$ cat src/diag_led_pkg.sv
// package: register map, field layouts, led modes and blink timing
package diag_led_pkg;

  // apb register byte offsets
  localparam int ADDR_W = 8;
  localparam logic [ADDR_W-1:0] REG_HOST = 8'h00;
  localparam logic [ADDR_W-1:0] REG_BOOT = 8'h04;
  localparam logic [ADDR_W-1:0] REG_DEGRADE = 8'h08;
  localparam logic [ADDR_W-1:0] REG_WARN = 8'h0c;
  localparam logic [ADDR_W-1:0] REG_FATAL = 8'h10;
  localparam logic [ADDR_W-1:0] REG_IDENT = 8'h14;
  localparam logic [ADDR_W-1:0] REG_STATUS = 8'h18;
  localparam logic [ADDR_W-1:0] REG_IRQ_STAT = 8'h1c;
  localparam logic [ADDR_W-1:0] REG_IRQ_CLR = 8'h20;
  localparam logic [ADDR_W-1:0] REG_IRQ_EN = 8'h24;

  // host power state codes; everything but s0 counts as powered down
  localparam logic [2:0] PWR_S0 = 3'h0;
  localparam logic [2:0] PWR_OFF = 3'h1;
  localparam logic [2:0] PWR_LOW_POWER_OFF = 3'h2;
  localparam logic [2:0] PWR_S5 = 3'h3;
  localparam logic [2:0] PWR_S4 = 3'h4;

  // management controller boot phases
  localparam logic [1:0] BOOT_DONE = 2'h0;
  localparam logic [1:0] BOOT_BUSY = 2'h1;
  localparam logic [1:0] BOOT_LOADER = 2'h2;
  localparam logic [1:0] BOOT_OS = 2'h3;

  // interrupt status bits
  localparam int IRQ_W = 2;
  localparam int IRQ_BTN = 0;
  localparam int IRQ_MODE = 1;
  localparam logic [IRQ_W-1:0] IRQ_EN_RST = 2'h0;

  // blink timing
  localparam int unsigned CLK_PERIOD_NS = 10;
  localparam int unsigned CLK_HZ = 1000000000 / CLK_PERIOD_NS;
  localparam int unsigned SLOW_BLINK_HZ = 1;
  localparam int unsigned FAST_BLINK_HZ = 3;
  localparam int CNT_W = 26;
  localparam logic [CNT_W-1:0] SLOW_HALF = CNT_W'(CLK_HZ / (2 * SLOW_BLINK_HZ));
  localparam logic [CNT_W-1:0] FAST_HALF = CNT_W'(CLK_HZ / (2 * FAST_BLINK_HZ));

  typedef enum logic [4:0] {
    ST_OFF = 5'h01,
    ST_GREEN = 5'h02,
    ST_GREEN_BLINK = 5'h04,
    ST_AMBER_BLINK = 5'h08,
    ST_AMBER = 5'h10
  } status_mode_type;

  typedef enum logic [3:0] {
    ID_OFF = 4'h1,
    ID_SOLID = 4'h2,
    ID_BLINK_SLOW = 4'h4,
    ID_BLINK_FAST = 4'h8
  } id_mode_type;

  typedef struct packed {
    logic green;
    logic amber;
  } led_drive_type;

  typedef struct packed {
    logic ac_present;
    logic [2:0] pwr;
  } host_type;

  typedef struct packed {
    logic wdog;
    logic [1:0] phase;
  } boot_type;

  // degraded conditions, bit 0 is psu_redund
  typedef struct packed {
    logic pu_cfg_err;
    logic mirror_ce_limit;
    logic mirror_ue;
    logic spare_gone;
    logic mem_partial;
    logic battery;
    logic psu_predict;
    logic nc_thermctl;
    logic nc_power;
    logic nc_volt;
    logic nc_temp;
    logic fan_fault;
    logic fan_redund;
    logic psu_redund;
  } degrade_type;

  // impending failure conditions
  typedef struct packed {
    logic psu_short;
    logic drive_fault;
    logic few_fans;
    logic crit_thresh;
  } warn_type;

  // fatal conditions
  typedef struct packed {
    logic bad_images;
    logic bad_ctrl_mem;
    logic no_memory;
    logic power_fault;
    logic cpu_thermtrip;
    logic cpu_caterr;
  } fatal_type;

  typedef struct packed {
    led_drive_type led;
    logic id_led;
    logic id_solid;
    id_mode_type id_mode;
    status_mode_type mode;
  } status_word_type;

  localparam host_type HOST_RST = '{ac_present: 1'b1, pwr: PWR_OFF};
  localparam boot_type BOOT_RST = '{wdog: 1'b0, phase: BOOT_BUSY};

endpackage

$ cat src/diag_led_ctrl.sv
// diagnostic led controller: apb registers, status and identify led drive
//
// The APB slave port and the placing of the registers are this design's own decisions.
`timescale 1ns/1ps
// What this block does
// (RL1) each identify button press toggles the identify led solid on or off
// (RL2) a remote identify request makes the identify led blink
// (RL3) status led shows off, green, blinking green, blinking amber or amber
// (RL4) state survives host power down; only ac power reset clears it
// (RL5) at ac power on, solid amber then at once blinking green
// (RL6) controller boot done without errors moves the led to solid green
// (RL7) status led off in off, low power off, s5 and s4 states; the code still shows fatal, warning and boot activity there
// (RL8) solid green only in s0, healthy, ac present, controller booted
// (RL9) degraded redundancy, fan and non-critical sensor conditions blink green
// (RL10) predictive supply failure and battery failure blink green
// (RL11) memory degradation conditions blink green
// (RL12) boot loader phase: status blinks green, identify blinks at 3 hz
// (RL13) os loading phase: identify solid on, status blinks green
// (RL14) watchdog reset and power unit config error blink green
// (RL15) impending failure conditions blink amber
// (RL16) fatal halted conditions give solid amber
// (RL17) most severe active condition wins
// (RL18) blink comes from a clock divider with 50 percent duty
module diag_led_ctrl
  import diag_led_pkg::*;
#(
  parameter logic [CNT_W-1:0] SLOW_HALF_CYCLES = SLOW_HALF,
  parameter logic [CNT_W-1:0] FAST_HALF_CYCLES = FAST_HALF
) (
  input wire logic pclk,
  input wire logic presetn,
  input wire logic psel,
  input wire logic penable,
  input wire logic pwrite,
  input wire logic [ADDR_W-1:0] paddr,
  input wire logic [31:0] pwdata,
  output logic [31:0] prdata,
  output logic pready,
  output logic pslverr,
  input wire logic id_button,
  output logic id_led,
  output led_drive_type status_led,
  output logic irq
);

  host_type host_reg;
  boot_type boot_reg;
  degrade_type degrade_reg;
  warn_type warn_reg;
  fatal_type fatal_reg;
  logic ident_remote_reg;
  logic id_solid_reg;
  logic btn_prev_reg;
  logic ac_fresh_reg;
  logic err_reg;
  status_mode_type mode_reg;
  status_mode_type mode_next;
  id_mode_type id_mode_reg;
  id_mode_type id_mode_next;
  logic [IRQ_W-1:0] irq_stat_reg;
  logic [IRQ_W-1:0] irq_en_reg;
  logic [IRQ_W-1:0] irq_set;
  logic [IRQ_W-1:0] irq_clr;
  logic slow_blink;
  logic fast_blink;
  logic wr_en;
  logic btn_rise;
  logic boot_busy;
  logic [31:0] rd_next;
  logic err_next;
  status_word_type stat_word;

  // led colour drive for a status mode at the current blink phase
  function automatic led_drive_type drive_of(input status_mode_type m, input logic b);
    led_drive_type d;
    d = '{green: 1'b0, amber: 1'b0};
    case (m)
      ST_GREEN: d.green = 1'b1;
      ST_GREEN_BLINK: d.green = b;
      ST_AMBER_BLINK: d.amber = b;
      ST_AMBER: d.amber = 1'b1;
      default: d = '{green: 1'b0, amber: 1'b0};
    endcase
    return d;
  endfunction

  // any host state other than s0 is a powered down state
  function automatic logic host_off(input logic [2:0] p);
    return p != PWR_S0;
  endfunction

  // blink sources
  blink_divider #(.HALF_CYCLES(SLOW_HALF_CYCLES)) u_slow (
    .pclk(pclk),
    .presetn(presetn),
    .blink(slow_blink)
  );

  blink_divider #(.HALF_CYCLES(FAST_HALF_CYCLES)) u_fast (
    .pclk(pclk),
    .presetn(presetn),
    .blink(fast_blink)
  );

  // apb handshake: zero wait states, errors only in the access phase
  assign pready = 1'b1;
  assign pslverr = psel & penable & err_reg;
  assign wr_en = psel & penable & pwrite;
  assign btn_rise = id_button & ~btn_prev_reg;
  assign boot_busy = boot_reg.phase != BOOT_DONE;

  // condition registers; reset only on ac power, so host power down keeps them
  always_ff @(posedge pclk or negedge presetn) begin
    if (!presetn) begin
      host_reg <= HOST_RST;
      boot_reg <= BOOT_RST;
      degrade_reg <= '0;
      warn_reg <= '0;
      fatal_reg <= '0;
    end else if (wr_en) begin
      case (paddr)
        REG_HOST: host_reg <= host_type'(pwdata[$bits(host_type)-1:0]); // RL4
        REG_BOOT: boot_reg <= boot_type'(pwdata[$bits(boot_type)-1:0]);
        REG_DEGRADE: degrade_reg <= degrade_type'(pwdata[$bits(degrade_type)-1:0]);
        REG_WARN: warn_reg <= warn_type'(pwdata[$bits(warn_type)-1:0]);
        REG_FATAL: fatal_reg <= fatal_type'(pwdata[$bits(fatal_type)-1:0]);
        default: ;
      endcase
    end
  end

  // identify inputs: remote request bit and the button toggle
  always_ff @(posedge pclk or negedge presetn) begin
    if (!presetn) begin
      ident_remote_reg <= 1'b0;
      id_solid_reg <= 1'b0;
      btn_prev_reg <= 1'b0;
    end else begin
      btn_prev_reg <= id_button;
      if (wr_en && paddr == REG_IDENT) begin
        ident_remote_reg <= pwdata[0]; // RL2
      end
      if (btn_rise) begin
        id_solid_reg <= ~id_solid_reg; // RL1
      end
    end
  end

  // first cycle after ac power on shows amber before the boot indication
  always_ff @(posedge pclk or negedge presetn) begin
    if (!presetn) begin
      ac_fresh_reg <= 1'b1;
    end else begin
      ac_fresh_reg <= 1'b0; // RL5
    end
  end

  // status mode by severity; boot activity is shown even with the host down
  always_comb begin
    if (ac_fresh_reg) begin
      mode_next = ST_AMBER; // RL5
    end else if (|fatal_reg) begin
      mode_next = ST_AMBER; // RL16 RL17
    end else if (|warn_reg) begin
      mode_next = ST_AMBER_BLINK; // RL15 RL17
    end else if (boot_busy) begin
      mode_next = ST_GREEN_BLINK; // RL5 RL12 RL13
    end else if (host_off(host_reg.pwr)) begin
      mode_next = ST_OFF; // RL7
    end else if (|degrade_reg || boot_reg.wdog) begin
      mode_next = ST_GREEN_BLINK; // RL9 RL10 RL11 RL14
    end else if (host_reg.ac_present) begin
      mode_next = ST_GREEN; // RL6 RL8
    end else begin
      mode_next = ST_OFF;
    end
  end

  // identify mode: boot phases override the remote request and the button
  always_comb begin
    if (boot_reg.phase == BOOT_LOADER) begin
      id_mode_next = ID_BLINK_FAST; // RL12
    end else if (boot_reg.phase == BOOT_OS) begin
      id_mode_next = ID_SOLID; // RL13
    end else if (fatal_reg.bad_ctrl_mem || fatal_reg.bad_images) begin
      id_mode_next = ID_SOLID;
    end else if (ident_remote_reg) begin
      id_mode_next = ID_BLINK_SLOW; // RL2
    end else if (id_solid_reg) begin
      id_mode_next = ID_SOLID; // RL1
    end else begin
      id_mode_next = ID_OFF;
    end
  end

  // mode state; reset shows amber as soon as standby power arrives
  always_ff @(posedge pclk or negedge presetn) begin
    if (!presetn) begin
      mode_reg <= ST_AMBER;
      id_mode_reg <= ID_OFF;
    end else begin
      mode_reg <= mode_next;
      id_mode_reg <= id_mode_next;
    end
  end

  // led pins from flops; one drive feeds board and front panel copies
  always_ff @(posedge pclk or negedge presetn) begin
    if (!presetn) begin
      status_led <= '{green: 1'b0, amber: 1'b1};
      id_led <= 1'b0;
    end else begin
      status_led <= drive_of(mode_reg, slow_blink); // RL3 RL9 RL18
      id_led <= (id_mode_reg == ID_SOLID) ||
                (id_mode_reg == ID_BLINK_SLOW && slow_blink) ||
                (id_mode_reg == ID_BLINK_FAST && fast_blink); // RL12
    end
  end

  // interrupt events; a set in the clearing cycle wins
  assign irq_set[IRQ_BTN] = btn_rise;
  assign irq_set[IRQ_MODE] = mode_next != mode_reg;
  assign irq_clr = (wr_en && paddr == REG_IRQ_CLR) ? pwdata[IRQ_W-1:0] : '0;

  always_ff @(posedge pclk or negedge presetn) begin
    if (!presetn) begin
      irq_stat_reg <= '0;
      irq_en_reg <= IRQ_EN_RST;
      irq <= 1'b0;
    end else begin
      irq_stat_reg <= (irq_stat_reg & ~irq_clr) | irq_set;
      if (wr_en && paddr == REG_IRQ_EN) begin
        irq_en_reg <= pwdata[IRQ_W-1:0];
      end
      irq <= |(irq_stat_reg & irq_en_reg);
    end
  end

  // read mux; write to a read-only or unmapped word is an error
  always_comb begin
    stat_word = '{led: status_led, id_led: id_led, id_solid: id_solid_reg,
                  id_mode: id_mode_reg, mode: mode_reg};
    rd_next = '0;
    err_next = 1'b0;
    case (paddr)
      REG_HOST: rd_next = 32'(host_reg);
      REG_BOOT: rd_next = 32'(boot_reg);
      REG_DEGRADE: rd_next = 32'(degrade_reg);
      REG_WARN: rd_next = 32'(warn_reg);
      REG_FATAL: rd_next = 32'(fatal_reg);
      REG_IDENT: rd_next = 32'(ident_remote_reg);
      REG_STATUS: begin
        rd_next = 32'(stat_word);
        err_next = pwrite;
      end
      REG_IRQ_STAT: begin
        rd_next = 32'(irq_stat_reg);
        err_next = pwrite;
      end
      REG_IRQ_CLR: rd_next = '0;
      REG_IRQ_EN: rd_next = 32'(irq_en_reg);
      default: err_next = 1'b1;
    endcase
  end

  // read data and error are captured in the setup cycle, so no wait state
  always_ff @(posedge pclk or negedge presetn) begin
    if (!presetn) begin
      prdata <= '0;
      err_reg <= 1'b0;
    end else if (psel && !penable) begin
      prdata <= pwrite ? '0 : rd_next;
      err_reg <= err_next;
    end
  end
endmodule // diag_led_ctrl

$ cat src/blink_divider.sv
// blink divider: square wave with equal high and low halves
`timescale 1ns/1ps
module blink_divider
  import diag_led_pkg::*;
#(
  parameter logic [CNT_W-1:0] HALF_CYCLES = SLOW_HALF
) (
  input wire logic pclk,
  input wire logic presetn,
  output logic blink
);

  logic [CNT_W-1:0] cnt_reg;

  // count one half period, then flip the output for a 50 percent duty
  always_ff @(posedge pclk or negedge presetn) begin
    if (!presetn) begin
      cnt_reg <= '0;
      blink <= 1'b0;
    end else if (cnt_reg >= HALF_CYCLES - 1'b1) begin
      cnt_reg <= '0;
      blink <= ~blink; // RL18
    end else begin
      cnt_reg <= cnt_reg + 1'b1;
    end
  end

endmodule // blink_divider

$ cat config.mk
export PLATFORM = sky130hd
export DESIGN_NAME = diag_led_ctrl
export DESIGN_NICKNAME = d
export VERILOG_FILES = /design/src/diag_led_pkg.sv /design/src/diag_led_ctrl.sv /design/src/blink_divider.sv
export SDC_FILE = /design/constraint.sdc
export NUM_CORES = 1
export LEC_CHECK = 0
export BUFFER_PORTS_ARGS = -buffer_cell sky130_fd_sc_hd__buf_2
export CAP_MARGIN = 40
export CORE_ASPECT_RATIO = 1.25
export CORE_MARGIN = 2
export CORE_UTILIZATION = 35
export DETAILED_ROUTE_END_ITERATION = 16
export PLACE_DENSITY = 0.59
export SYNTH_ARGS = -nofsm -noshare
export SYNTH_HDL_FRONTEND = slang
export SYNTH_HIERARCHICAL = 1
export SYNTH_SLANG_ARGS = --single-unit
$ cat constraint.sdc
create_clock -name pclk -period 1.9 [get_ports pclk]
set_input_delay 0.38 -clock pclk [delete_from_list [all_inputs] [get_ports pclk]]
set_output_delay 0.38 -clock pclk [all_outputs]
set_load 0.01 [all_outputs]
======== Word-level counts from Yosys, hierarchy flattened ========
Cells that the tools add are included.
word-level totals
  register bits ........................... 139
  input port bits ......................... 46
  output and inout bits ................... 38
  logic and storage cells ................. 126
operators by class
  $add $sub $neg .......................... 2
  $lt $le $gt $ge ......................... 2
  eq/ne operators ......................... 19
  multiplexer cells ....................... 20
  bitwise operators ....................... 12
  reduce and logical (&&, ||, !) cells .... 25
operators by type and width
  kind                                                                 count
  case mux 14 bit (9 select lines)                                     1
  adder 26 x 1 -> 26 bit, second input constant                        2
  two-way mux 26 bit                                                   2
  equality test 8 x 5 -> 1 bit, second input constant                  4
  two-way mux 32 bit                                                   1
  greater-or-equal comparator 26 x 24 -> 1 bit, second input constant  1
  greater-or-equal comparator 26 bit, second input constant            1
  two-way mux 3 bit                                                    6
  equality test 8 x 4 -> 1 bit, second input constant                  2
  equality test 8 x 6 -> 1 bit, second input constant                  2
  OR reduction 14 bit                                                  1
  two-way mux 5 bit                                                    2
  AND reduction 2 bit                                                  5
  equality test 8 x 3 -> 1 bit, second input constant                  1
  logical NOT 8 bit                                                    1
  two-way mux 4 bit                                                    2
  OR reduction 8 bit                                                   1
  logical AND 1 bit                                                    6
  two-way mux 2 bit                                                    3
  case mux 1 bit (2 select lines)                                      3
  OR reduction 6 bit                                                   1
  equality test 5 x 2 -> 1 bit, second input constant                  1
  equality test 5 x 3 -> 1 bit, second input constant                  1
  equality test 5 x 4 -> 1 bit, second input constant                  1
  17 further kinds                                                     29

======== Depth between registers and ports, before layout ========
  depth after elaboration ................. 10
  gate-level depth with buffers ........... 8
  mapped depth without buffers ............ 6

======== Cells and area by module ========
Netlist, hierarchy kept.
modules (own cells, without submodules)
  module                   instances  cells an instance  area each (um2)  seq. area each (um2)
  diag_led_ctrl            1          277                3330.7           1685.4
  blink_divider at u_fast  1          154                1561.5           675.6
  blink_divider at u_slow  1          133                1375.1           675.6

======== Worst setup path before layout ========
No wires, ideal clock.
  kind .................................... reg-to-reg
  from .................................... register u_slow.cnt_reg[0]
  to ...................................... register u_slow.cnt_reg[17]
  setup time .............................. 0.071 ns
  data arrival time ....................... 1.793 ns
  required time ........................... 1.829 ns
  setup slack ............................. 0.035 ns
  stages on the path, launching flop included .. 9
  path buffers ............................ 2
  clock period less this slack ............ 1.865 ns
  cells stage by stage .................... dfrtp_1 -> ha_1 -> inv_1 -> nor2_4 -> a2111o_1 -> a31o_1 -> buf_6 -> buf_6 -> nor2_1
on the way
  cells in the longest elaborated chain, start to end .. 2
  elaborated cells between the ends (all ways) .. 3
  those cells by class .................... add/sub: 1; order compare: 1; mux: 1
ends and longest elaborated chain
  element                                                                              line                                      source
  from (decl)                                                                          blink_divider.sv:13                       logic [CNT_W-1:0] cnt_reg;
  from (signal assigned)                                                               blink_divider.sv:24                       cnt_reg <= cnt_reg + 1'b1;
  adder 26 x 1 -> 26 bit / greater-or-equal comparator 26 bit (equally long branches)  blink_divider.sv:24, blink_divider.sv:20
  two-way mux 26 bit (*)                                                               blink_divider.sv:20                       end else if (cnt_reg >= HALF_CYCLES - 1'b1) begin
Mark *: on every way between the ends. The rest lies on a longest branch, timed or not.
A chain may end at the register's enable or synchronous reset.

======== Worst setup path after layout ========
  from .................................... register u_fast.cnt_reg[0]
  to ...................................... register u_fast.cnt_reg[20]
on the way
  cells in the longest elaborated chain, start to end .. 2
  elaborated cells between the ends (all ways) .. 3
  those cells by class .................... add/sub: 1; order compare: 1; mux: 1
ends and longest elaborated chain
  element                                                                                        line
  from (decl)                                                                                    blink_divider.sv:13
  from (signal assigned)                                                                         blink_divider.sv:24
  adder 26 x 1 -> 26 bit / greater-or-equal comparator 26 x 24 -> 1 bit (equally long branches)  blink_divider.sv:24, blink_divider.sv:20
  two-way mux 26 bit (*)                                                                         blink_divider.sv:20
Marked as above.

==> results.json <==
{
  "arrival_ns": 2.13,
  "cts_buffers": 17,
  "cpPeakStageDelay_ns": 0.42,
  "clkPwrFrac_pct": 49.5,
  "grt_pass1_wl_microns": 24400,
  "core-area_sq_um": 17500,
  "vias": 4790,
  "drtPass1Iterations": 5,
  "clk_pin_slew_ns": 0.06,
  "ant_nets": 0,
  "routed_wl_microns": 14900,
  "startpoint_type": "flop",
  "finalClockSkew_ns": 0.0128,
  "viasPerCell": 5.17,
  "die_h_microns": 154,
  "setup_viol": 0,
  "hold_path_class": "in2reg",
  "post-route-period-util_pct": 95.4,
  "finalCriticalPeriod_ns": 1.81,
  "end_kind": "flop",
  "synthArstFlopShare_pct": 100,
  "yosys-top-cells-area": "dfrtp_1 46%, mux2_2 4.5%, xor2_1 3.6%",
  "cts_tree": "yes",
  "final_util_pct": 45.4,
  "grt-ovfl-total": 0,
  "hold_violations": 0,
  "synth.distinct_cells": 75,
  "ys_seq_elements": 121,
  "slowest_stage": "or4_1",
  "drive_gt1_share_pct": 35.2,
  "crit_required_ns": 2.21,
  "die_w_microns": 124,
  "dp_hpwl_microns": 10700,
  "p_sw_uw": 1530,
  "nNetsFinal": 739,
  "wl_per_cell_microns": 16.1,
  "netSwitchingFraction_pct": 24.1,
  "numPortBuffers": 46,
  "clk_path_buf_depth": 2,
  "clock_latency_ns": 0.42,
  "max-cap-violations": 0,
  "place_congestion": 0.838,
  "cp_max_fo": 10,
  "yosys_warnings": 6,
  "drtIter0Drc": 308,
  "synth_top_area_cell": "dfrtp_1",
  "p_leak_uw": 0.00368,
  "comb_power_share_pct": 6.9,
  "root_buffer": "clkbuf_16",
  "num_rows": 54,
  "clock_sinks": 121,
  "drv_slew": 0,
  "synthToLayoutAreaGrowth_pct": 26.7,
  "grt_antenna_before_repair": 0,
  "status": "complete, no violations",
  "ys_seq_area_share_pct": 48.5,
  "internal_power_uw": 4790,
  "start_util_pct": 35.8,
  "p_per_area_nw_per_um2": 796,
  "dieArea_sq_um": 19000,
  "num_io_pins": 84,
  "path_cells": "ha_2, and2_4, nand4_1, buf_6, or4_1, a221oi_2",
  "hold-worst-slack_ns": 0.0941,
  "syn_inst": 564,
  "p_seq_share_pct": 43.6,
  "synth_commonest_cells": "114 x dfrtp_1, 40 x nor2_1, 32 x nand2_1, 26 x xor2_1, 25 x mux2_2",
  "num_antenna_cells": 0,
  "synth_edf_count": 0,
  "cts_max_level": 4,
  "grt_max_degree": 35,
  "max-vdd-ir-drop_mv": 0.634,
  "grt_usage_pct": 16.2,
  "drcViolationCount": 0,
  "maxSlewHeadroom_pct": 58.8,
  "post_dp_cell_area_sq_um": 7210,
  "ys.flop_type": "dfrtp_1",
  "finalPower_uw": 6320,
  "worstMarginPinSlew_ns": 0.618,
  "rsz0062_at_grt": "true",
  "design_area_sq_um": 7940,
  "grt_pass1_vias": 4950,
  "crit_type": "reg2reg",
  "fmax_mhz": 551,
  "yosysMostFrequentCell": "dfrtp_1",
  "syn-cell-area_sq_um": 6270,
  "synth.top_cell.area_share_pct": 45.5,
  "syn_area_per_cell_sq_um": 11.1
}
## layer usage
metal  global-route usage [%]  vias up  part of all wire (%)  wire, microns
li1                         -     2300                     -              -
met1                     19.5     2394                    43           6440
met2                     28.2       71                    52           7720
met3                     2.93       25                   2.7            402
met4                     6.22        0                   2.1            312
met5                        0        -                     0              0
## timing repair
| item | in CTS | in global routing |
|---|---|---|
| resized for setup | 8 | 15 |
| hold buffers | 1 | 0 |
| gates cloned | 0 | 1 |
| endpoints found under the setup margin | 23 | 27 |
| buffers inserted | 0 | 4 |
| hold endpoints to repair | 25 | 0 |
| pin swaps | 0 | 9 |
## cells by family (layout without fill, tap and decap cells)
kind of cell | count (synthesis) | in the layout | synth area share [%]
AOI/OAI and AO/OA | 100 | 100 | 12.6
other | 3 | 22 | 0.180
adders and majority gates | 4 | 4 | 0.799
muxes | 42 | 42 | 8.01
DFF | 121 | 121 | 48.5
and+or+nand+nor | 201 | 201 | 19.3
xor gates and xnor gates | 38 | 38 | 5.31
buffers and inverters | 55 | 174 | 5.37
## worst max-delay path: cells and delay by family (launching register included)
kind	cells	cell delay [ns]
buf+inv	1	0.17
fa+ha+maj	1	0.21
flops	1	0.39
compound gates	1	0.24
simple gates	3	0.69
## stage by stage
| step | setup TNS [ns] | setup WS [ns] | std cells |
|---|---|---|---|
| finish | 0 | 0.0865 | 926 |
| global route | -0.0286 | -0.0284 | 926 |
| CTS | 0 | 0.0152 | 921 |
| detailed placement | -2.20 | -0.102 | 888 |
| global placement | -1.99 | -0.0836 | 888 |
| floorplan | 0 | 0.0354 | 583 |
## power groups by stage
stage	sequential [uW]	combinational [uW]	clock (uW)
floorplan	2770	232	0
CTS	2750	438	3190
global route	2760	480	3320
detailed placement	2790	424	0
global placement	2790	415	0
finish	2750	436	3130
## placed cells by master (no fill, tap or decap), types with 4 or more instances in the layout
master,count
dfrtp_1,114
buf_4,76
buf_2,45
nor2_1,40
nand2_1,32
xor2_1,26
mux2_2,25
conb_1,22
nand3_1,21
a22o_1,20
clkbuf_16,17
nand4_1,13
a211oi_1,13
xnor2_1,12
inv_1,11
nor3_1,10
mux2_4,10
o21ai_0,9
or3_1,8
nor4_1,7
and2_1,7
a21oi_1,7
and3_1,7
a221oi_1,7
mux2i_1,7
dfstp_2,7
a221oi_2,7
or4_1,5
nor2_2,5
a22oi_1,5
clkinvlp_4,5
buf_12,5
and4_1,5
nor4_4,4
clkinv_2,4
o31ai_1,4
## final timing paths
check | from | cells past startpoint | end | slack, ns
max | u_fast/cnt_reg[0] | 6 | u_fast/cnt_reg[20] | 0.09
min | id_button | 1 | btn_prev_reg | 0.09
max reg2reg | u_fast/cnt_reg[0] | 6 | u_fast/cnt_reg[20] | 0.09
min reg2reg | ident_remote_reg | 1 | id_mode_reg[0] | 0.44
max in group asynchronous | presetn | 3 | id_mode_reg[0] | 0.82
min in group asynchronous | presetn | 2 | u_fast/cnt_reg[9] | 0.46
## area by class of cell
type,instances,area (sq um)
clock inverter,15,153
sequential,121,3040
timing repair buffer,130,940
tap,224,280
inverter,12,45.0
fill,1603,9560
clock buffer,17,425
multi-input combinational,407,3060
No activity file was read; power rests on OpenSTA's default activity.
